`src/sip_pkg.sv`:
```
// package: register map and constants for the shared io port
package sip_pkg;
  localparam int unsigned PIN_W = 16;
  localparam int unsigned CN_W  = 31;
  localparam logic [PIN_W-1:0] IMPL_MASK = 16'hFFFF;
  localparam logic [7:0] OFF_DIR    = 8'h00;
  localparam logic [7:0] OFF_PORT   = 8'h04;
  localparam logic [7:0] OFF_LAT    = 8'h08;
  localparam logic [7:0] OFF_ODC    = 8'h0C;
  localparam logic [7:0] OFF_ANA    = 8'h10;
  localparam logic [7:0] OFF_CNEN_L = 8'h14;
  localparam logic [7:0] OFF_CNEN_H = 8'h18;
  localparam logic [7:0] OFF_CNPU_L = 8'h1C;
  localparam logic [7:0] OFF_CNPU_H = 8'h20;
  localparam logic [7:0] OFF_STAT   = 8'h24;
  localparam logic [7:0] OFF_MASK   = 8'h28;
  localparam logic [PIN_W-1:0] RST_DIR = 16'hFFFF;
  localparam logic [PIN_W-1:0] RST_ZERO = 16'h0000;
  localparam logic [CN_W-1:0]  RST_CN   = 31'h00000000;
  localparam logic [1:0] HTRANS_NONSEQ = 2'h2;
endpackage : sip_pkg

```
`src/sip_port.sv`:
```
// module: shared io port with change notification, ahb-lite slave
//
// Implementation choices: the register offsets and the AHB-Lite interface to the registers.
`timescale 1ns/1ps
// Summary of operation
// - active peripheral drive disables port driver; pin still readable
// - enabled but idle peripheral lets port drive the pin
// - port output never loops into the sharing peripheral input
// - direction bit one is input, zero is output
// - reset makes every pin an input
// - latch register reads and writes the latch
// - pin register reads pins; writes go to the latch
// - unimplemented bits read zero in latch, direction and pin
// - input-only shared pin acts as dedicated port pin
// - open-drain bit makes that pin's port output open-drain; peripheral drive ignores it
// - analog-configured pins read low from pin register
// - selected input pin change raises interrupt request
// - change detection works without clock in sleep
// - up to 31 change inputs, each selectable
// - two change interrupt enable registers, bit per pin
// - two pull-up enable registers enable weak pull-ups
module sip_port
  import sip_pkg::*;
(
  input  wire logic                    core_clk,
  input  wire logic                    resetn,
  input  wire logic                    hsel,
  input  wire logic [31:0]             haddr,
  input  wire logic [1:0]              htrans,
  input  wire logic                    hwrite,
  input  wire logic [2:0]              hsize,
  input  wire logic [31:0]             hwdata,
  input  wire logic                    hready,
  output logic      [31:0]             hrdata,
  output logic                         hreadyout,
  output logic                         hresp,
  input  wire logic [sip_pkg::PIN_W-1:0] pin_in,
  output logic      [sip_pkg::PIN_W-1:0] pin_out,
  output logic      [sip_pkg::PIN_W-1:0] pin_oe_n,
  input  wire logic [sip_pkg::PIN_W-1:0] periph_en,
  input  wire logic [sip_pkg::PIN_W-1:0] periph_drive,
  input  wire logic [sip_pkg::PIN_W-1:0] periph_out,
  output logic      [sip_pkg::PIN_W-1:0] periph_in,
  input  wire logic [sip_pkg::CN_W-1:0]  change_notify_pin,
  output logic      [sip_pkg::CN_W-1:0]  pull_up_en,
  output logic                         cn_async_req,
  output logic                         irq
);
  import sip_pkg::*;

  typedef struct packed {
    logic [PIN_W-1:0] pin_direction_reg;
    logic [PIN_W-1:0] output_latch_reg;
    logic [PIN_W-1:0] open_drain_ctrl_reg;
    logic [PIN_W-1:0] analog_pin_config_reg;
    logic [15:0]      change_irq_enable_low;
    logic [14:0]      change_irq_enable_high;
    logic [15:0]      pull_up_enable_low;
    logic [14:0]      pull_up_enable_high;
    logic             stat;
    logic             mask;
    logic [PIN_W-1:0] pin_s1;
    logic [PIN_W-1:0] pin_s2;
    logic [CN_W-1:0]  cn_s1;
    logic [CN_W-1:0]  cn_s2;
    logic [CN_W-1:0]  cn_prev;
    logic             dp_wr;
    logic             dp_rd;
    logic [7:0]       dp_addr;
    logic [31:0]      rdata;
  } sip_state_s;

  sip_state_s st;
  sip_state_s next_st;

  logic [CN_W-1:0]  cn_en;
  logic [CN_W-1:0]  cn_chg;
  logic [PIN_W-1:0] port_drv;
  logic [PIN_W-1:0] port_rd;
  logic             ap_take;
  logic             stat_rd;

  function automatic logic [31:0] zx16(input logic [PIN_W-1:0] v);
    zx16 = {16'h0000, v & IMPL_MASK};
  endfunction : zx16

  assign cn_en = {st.change_irq_enable_high, st.change_irq_enable_low};
  assign pull_up_en = {st.pull_up_enable_high, st.pull_up_enable_low};
  // unclocked compare: raw pin against captured level, for sleep wake
  assign cn_async_req = |((change_notify_pin ^ st.cn_prev) & cn_en);
  assign cn_chg = (st.cn_s2 ^ st.cn_prev) & cn_en;

  // per pin output mux
  genvar gi;
  generate
    for (gi = 0; gi < PIN_W; gi++) begin : g_pin
      always_comb begin
        port_drv[gi] = ~st.pin_direction_reg[gi];
        if (periph_en[gi] && periph_drive[gi]) begin
          pin_out[gi]  = periph_out[gi];
          pin_oe_n[gi] = 1'b0;
        end else begin
          pin_out[gi]  = st.output_latch_reg[gi] & IMPL_MASK[gi];
          pin_oe_n[gi] = ~(port_drv[gi] & IMPL_MASK[gi]
            & ~(st.open_drain_ctrl_reg[gi] & st.output_latch_reg[gi]));
        end
        // port-driven level kept off the peripheral input
        periph_in[gi] = (port_drv[gi] && !(periph_en[gi] && periph_drive[gi]))
          ? 1'b0 : st.pin_s2[gi];
        port_rd[gi] = st.pin_s2[gi] & ~st.analog_pin_config_reg[gi];
      end
    end
  endgenerate

  assign ap_take  = hsel && hready && (htrans == HTRANS_NONSEQ);
  assign stat_rd  = st.dp_rd && (st.dp_addr == OFF_STAT);
  assign hrdata   = st.rdata;
  assign hreadyout = 1'b1;
  assign hresp    = 1'b0;
  assign irq      = st.stat & st.mask;

  always_comb begin
    next_st        = st;
    next_st.pin_s1 = pin_in;
    next_st.pin_s2 = st.pin_s1;
    next_st.cn_s1  = change_notify_pin;
    next_st.cn_s2  = st.cn_s1;
    next_st.cn_prev = st.cn_s2;
    next_st.dp_wr  = ap_take && hwrite;
    next_st.dp_rd  = ap_take && !hwrite;
    next_st.dp_addr = ap_take ? haddr[7:0] : st.dp_addr;
    if (st.dp_wr) begin
      if (st.dp_addr == OFF_DIR) begin
        next_st.pin_direction_reg = hwdata[PIN_W-1:0];
      end else if (st.dp_addr == OFF_PORT || st.dp_addr == OFF_LAT) begin
        next_st.output_latch_reg = hwdata[PIN_W-1:0];
      end else if (st.dp_addr == OFF_ODC) begin
        next_st.open_drain_ctrl_reg = hwdata[PIN_W-1:0];
      end else if (st.dp_addr == OFF_ANA) begin
        next_st.analog_pin_config_reg = hwdata[PIN_W-1:0];
      end else if (st.dp_addr == OFF_CNEN_L) begin
        next_st.change_irq_enable_low = hwdata[15:0];
      end else if (st.dp_addr == OFF_CNEN_H) begin
        next_st.change_irq_enable_high = hwdata[14:0];
      end else if (st.dp_addr == OFF_CNPU_L) begin
        next_st.pull_up_enable_low = hwdata[15:0];
      end else if (st.dp_addr == OFF_CNPU_H) begin
        next_st.pull_up_enable_high = hwdata[14:0];
      end else if (st.dp_addr == OFF_MASK) begin
        next_st.mask = hwdata[0];
      end
    end
    next_st.rdata = 32'h00000000;
    if (ap_take && !hwrite) begin
      if (haddr[7:0] == OFF_DIR) begin
        next_st.rdata = zx16(st.pin_direction_reg);
      end else if (haddr[7:0] == OFF_PORT) begin
        next_st.rdata = zx16(port_rd);
      end else if (haddr[7:0] == OFF_LAT) begin
        next_st.rdata = zx16(st.output_latch_reg);
      end else if (haddr[7:0] == OFF_ODC) begin
        next_st.rdata = zx16(st.open_drain_ctrl_reg);
      end else if (haddr[7:0] == OFF_ANA) begin
        next_st.rdata = zx16(st.analog_pin_config_reg);
      end else if (haddr[7:0] == OFF_CNEN_L) begin
        next_st.rdata = {16'h0000, st.change_irq_enable_low};
      end else if (haddr[7:0] == OFF_CNEN_H) begin
        next_st.rdata = {17'h00000, st.change_irq_enable_high};
      end else if (haddr[7:0] == OFF_CNPU_L) begin
        next_st.rdata = {16'h0000, st.pull_up_enable_low};
      end else if (haddr[7:0] == OFF_CNPU_H) begin
        next_st.rdata = {17'h00000, st.pull_up_enable_high};
      end else if (haddr[7:0] == OFF_STAT) begin
        next_st.rdata = {31'h00000000, st.stat};
      end else if (haddr[7:0] == OFF_MASK) begin
        next_st.rdata = {31'h00000000, st.mask};
      end
    end
    // read clears; a new change wins over the clear
    if (stat_rd) begin
      next_st.stat = 1'b0;
    end
    if (|cn_chg) begin
      next_st.stat = 1'b1;
    end
  end

  always_ff @(posedge core_clk or negedge resetn) begin
    if (!resetn) begin
      st <= '0;
      st.pin_direction_reg <= RST_DIR;
    end else begin
      st <= next_st;
    end
  end
endmodule : sip_port

```
`config.mk`:
```
export PLATFORM = sky130hd
export DESIGN_NAME = sip_port
export DESIGN_NICKNAME = d
export VERILOG_FILES = /design/src/sip_pkg.sv /design/src/sip_port.sv
export SDC_FILE = /design/constraint.sdc
export NUM_CORES = 1
export LEC_CHECK = 0
export BUFFER_PORTS_ARGS = -buffer_cell sky130_fd_sc_hd__buf_2
export CAP_MARGIN = 5
export CORE_MARGIN = 2
export CORE_UTILIZATION = 54
export DETAILED_ROUTE_END_ITERATION = 7
export GPL_ROUTABILITY_DRIVEN = 0
export GPL_TIMING_DRIVEN = 1
export PLACE_DENSITY = 0.78
export SLEW_MARGIN = 10
export SYNTH_ARGS = -nofsm -noshare
export SYNTH_HDL_FRONTEND = slang
export SYNTH_SLANG_ARGS = --single-unit
```
`constraint.sdc`:
```
create_clock -name core_clk -period 4 [get_ports core_clk]
set_input_delay 0.8 -clock core_clk [delete_from_list [all_inputs] [get_ports core_clk]]
set_output_delay 0.8 -clock core_clk [all_outputs]
set_load 0.02 [all_outputs]
```
==> flow_summary.yaml <==
run_status:
  status: "finished, final reports clean"
floorplan:
  rows: 55
  fp.coreArea_sq_um: 22800
  io_pins: 284
  die-area_sq_um: 24500
  chipHeight_microns: 157
  dieWidth_microns: 157
  start_util_pct: 55.3
detailed_routing:
  vias_per_cell: 5.84
  vias: 9154
  drt_iter0_markers: 844
  wl_microns: 33600
  antenna_left: 0
  dr.pass1.iters: 5
  drc: 0
  routedWlPerCell_microns: 21.4
yosys:
  synth_compound_area_share_pct: 10.8
  synth.area.top_cells: "dfrtp_1 52%, mux2_2 13%, xor2_1 4.3%, buf_4 4.0%, a21oi_1 3.5%"
  synth_top_family_by_area: "multiplexers"
  syn-instance-count: 1055
  ys_ff_latch: 279
  synth-simple-area-share_pct: 8.25
  synth_edf_count: 0
  synthArstFlopShare_pct: 100
  seq_area_frac_synth_pct: 55.6
  netlist_area_sq_um: 12600
  synthXorXnorAreaFrac_pct: 4.45
  synth_warnings: 0
  synth_top_area_share_pct: 52.3
  synthMuxAreaShare_pct: 14.5
  synthFlopType: "dfrtp_1"
  avgSynthCellArea_sq_um: 11.9
  synth_top_area_cell: "dfrtp_1"
  synth_cell_types: 59
  synth_fa_ha_area_share_pct: 0
layout:
  finalNetCount: 1401
  area_growth_syn_to_layout_pct: 16.3
  num-fill-cells: 1710
  drive_gt1_share_pct: 36.1
  layout.cells.non_filler: 1568
clock_tree:
  htree_levels: 1
  cts_buffers: 28
  ctsHoldBuffers: 0
  clock_sinks: 279
  clk_pin_slew_ns: 0.06
  ctsResizeCount: 0
  cts_tree: "built"
  clock_path_buffers: 3
  clkLatencyLatePin_ns: 0.55
  cts_root_buf: "clkbuf_16"
  cts_setup_buffers: 0
sta:
  maxSlewViolCount: 0
  setup_viol: 0
  setup_slack_ns: 0.924
  finClkSkew_ns: 0.0193
  fmax_ghz: 0.325
  hold_viol: 0
  grt_setup_unrepaired: "false"
  period_share_pct: 76.9
  worst_pin_slew_ns: 1.05
  fin_setup_tns_ns: 0
  finalCriticalPeriod_ns: 3.08
  slew-limit-headroom_pct: 29.6
global_routing:
  gr-total-overflow: 0
  antenna_found_initial: 3
  grt_pass1_vias: 8875
  grt_pass1_wl_microns: 50800
  grt_usage_pct: 27.2
  grt_max_degree: 113
worst_setup_path:
  cp_max_fo: 2
  crit_required_ns: 3.20
  critPathKind: "reg2out"
  reg2reg_depth: 3
  start_kind: "flop"
  cp-end-kind: "primary output"
  cp.arrival_ns: 2.28
pwr:
  p_leak_nw: 6.81
  ir_worst_vdd_uv: 257
  powerDensity_nw_per_um2: 453
  p_total_w: 0.00664
worst_hold_path:
  min_path_type: "in2async"
placed_design:
  dp.cells: 1515
  io_buffers: 222
  pre_cts_slack_ns: 0.894
  hpwl_microns: 23400
run:
  maxCapViolCount: 0
where the power goes:
part / switching [W] / total (W) / internal [W]
combinational: 0.000390 / 0.000663 / 0.000273
clock: 0.00109 / 0.00283 / 0.00174
sequential: 0.000157 / 0.00314 / 0.00299
total: 0.00163 / 0.00664 / 0.00500
through the flow:
| step | util [%] | hold WS, ns | instance area [sq um] |
|---|---|---|---|
| 2_1_floorplan | - | 0.331 | 12600 |
| 3_3_place_gp | 59.8 | 0.331 | 13600 |
| 3_5_place_dp | 59.8 | 0.335 | 13600 |
| 4_1_cts | 64.3 | 0.345 | 14600 |
| 5_1_grt | 64.3 | 0.346 | 14600 |
| 6_report | 64.3 | 0.344 | 14600 |
registers in the layout, summed over array words and instances (netlist names):
register	count
st	123
cn_en	31
pull_up_en	31
hrdata	16
next_st	78
worst paths after layout:
| check | start | end | slack [ns] |
|---|---|---|---|
| max | st[54] | cn_async_req | 0.92 |
| min | resetn | next_st[45] | 0.34 |
| max reg2reg | st[36] | pull_up_en[28] | 1.46 |
| min reg2reg | next_st[94] | next_st[63] | 0.34 |
| max in group asynchronous | resetn | st[283] | 2.65 |
| min in group core_clk | next_st[94] | next_st[63] | 0.34 |
synthesized netlist by cell type, types with 2 or more instances:
| cell | number |
|---|---|
| nand3_1 | 9 |
| o22ai_1 | 7 |
| o211ai_1 | 8 |
| o221a_2 | 3 |
| nor3_2 | 2 |
| dfrtp_1 | 263 |
| nand2_1 | 30 |
| mux2_2 | 143 |
| or3_1 | 3 |
| buf_2 | 13 |
| nand3b_1 | 2 |
| inv_1 | 29 |
| nand4_1 | 9 |
| buf_4 | 67 |
| and2_1 | 3 |
| a32oi_1 | 9 |
| dfstp_2 | 16 |
| nor2_1 | 48 |
| mux2_1 | 4 |
| or4b_1 | 2 |
| a22oi_1 | 33 |
| a22o_1 | 6 |
| xnor2_1 | 2 |
| mux2i_1 | 17 |
| xor2_1 | 62 |
| a211oi_1 | 10 |
| a222oi_1 | 2 |
| nor2b_1 | 24 |
| conb_1 | 2 |
| a21oi_1 | 87 |
| nor3_1 | 21 |
| o21bai_1 | 2 |
| a31oi_1 | 4 |
| and3_1 | 8 |
| a221o_1 | 2 |
| o21ai_0 | 27 |
| buf_1 | 12 |
| clkbuf_1 | 15 |
| nor2_2 | 2 |
| nand2b_1 | 23 |
| a221oi_1 | 6 |
metal layers:
metal  GRT usage (%)  routed length [microns]
met1            37.7                    13600
met2            43.3                    15800
met3            4.40                     2950
met4            10.7                     1210
met5               0                        0
cell families (layout without fill, tap and decap cells):
| family | count (synthesis) | count (layout) |
|---|---|---|
| other | 2 | 19 |
| and+or+nand+nor | 195 | 195 |
| xor gates and xnor gates | 64 | 64 |
| AOI/OAI and AO/OA | 214 | 214 |
| muxes | 164 | 164 |
| buffers and inverters | 137 | 320 |
| DFF | 279 | 279 |
critical path, stage by stage (launching register included):
cell	delay [ns]
dfrtp_1	0.40
xor2_1	0.15
a22o_1	0.23
a221oi_1	0.30
nand4_1	0.13
or3_1	0.35
buf_2	0.17
cell type report:
cell class / instances / area (sq um) / area share, %
Multi-Input combinational cell: 655 / 4850 / 33.2
Antenna cell: 1 / 2.50 / 0.0171
Timing Repair Buffer: 239 / 1270 / 8.70
Tap cell: 313 / 392 / 2.68
Sequential cell: 279 / 7000 / 47.8
Clock inverter: 11 / 184 / 1.26
Clock buffer: 41 / 821 / 5.61
Inverter: 29 / 109 / 0.744
placed cells by master (no fill, tap or decap), types with 3 or more instances in the layout:
master     instances
buf_2            221
nor3_1            21
a22oi_1           33
dfrtp_1          263
o22ai_1            7
a31oi_1            4
a211oi_1          10
a32oi_1            9
dfstp_2           16
mux2i_1           17
xor2_1            62
nand2b_1          23
and2_1             3
inv_1             29
nor2_1            48
conb_1            18
clkbuf_8           5
o21ai_0           27
nand2_1           30
nor2b_1           24
a221oi_1           6
clkbuf_16         29
mux2_2           143
buf_4             15
a21oi_1           87
mux2_1             4
o211ai_1           8
nand3_1            9
clkbuf_1           7
a22o_1             6
bufinv_16          5
nand4_1            9
o221a_2            3
and3_1             8
or3_1              3
clkinv_2           5
Note: power is estimated with default switching activity, not from simulation.
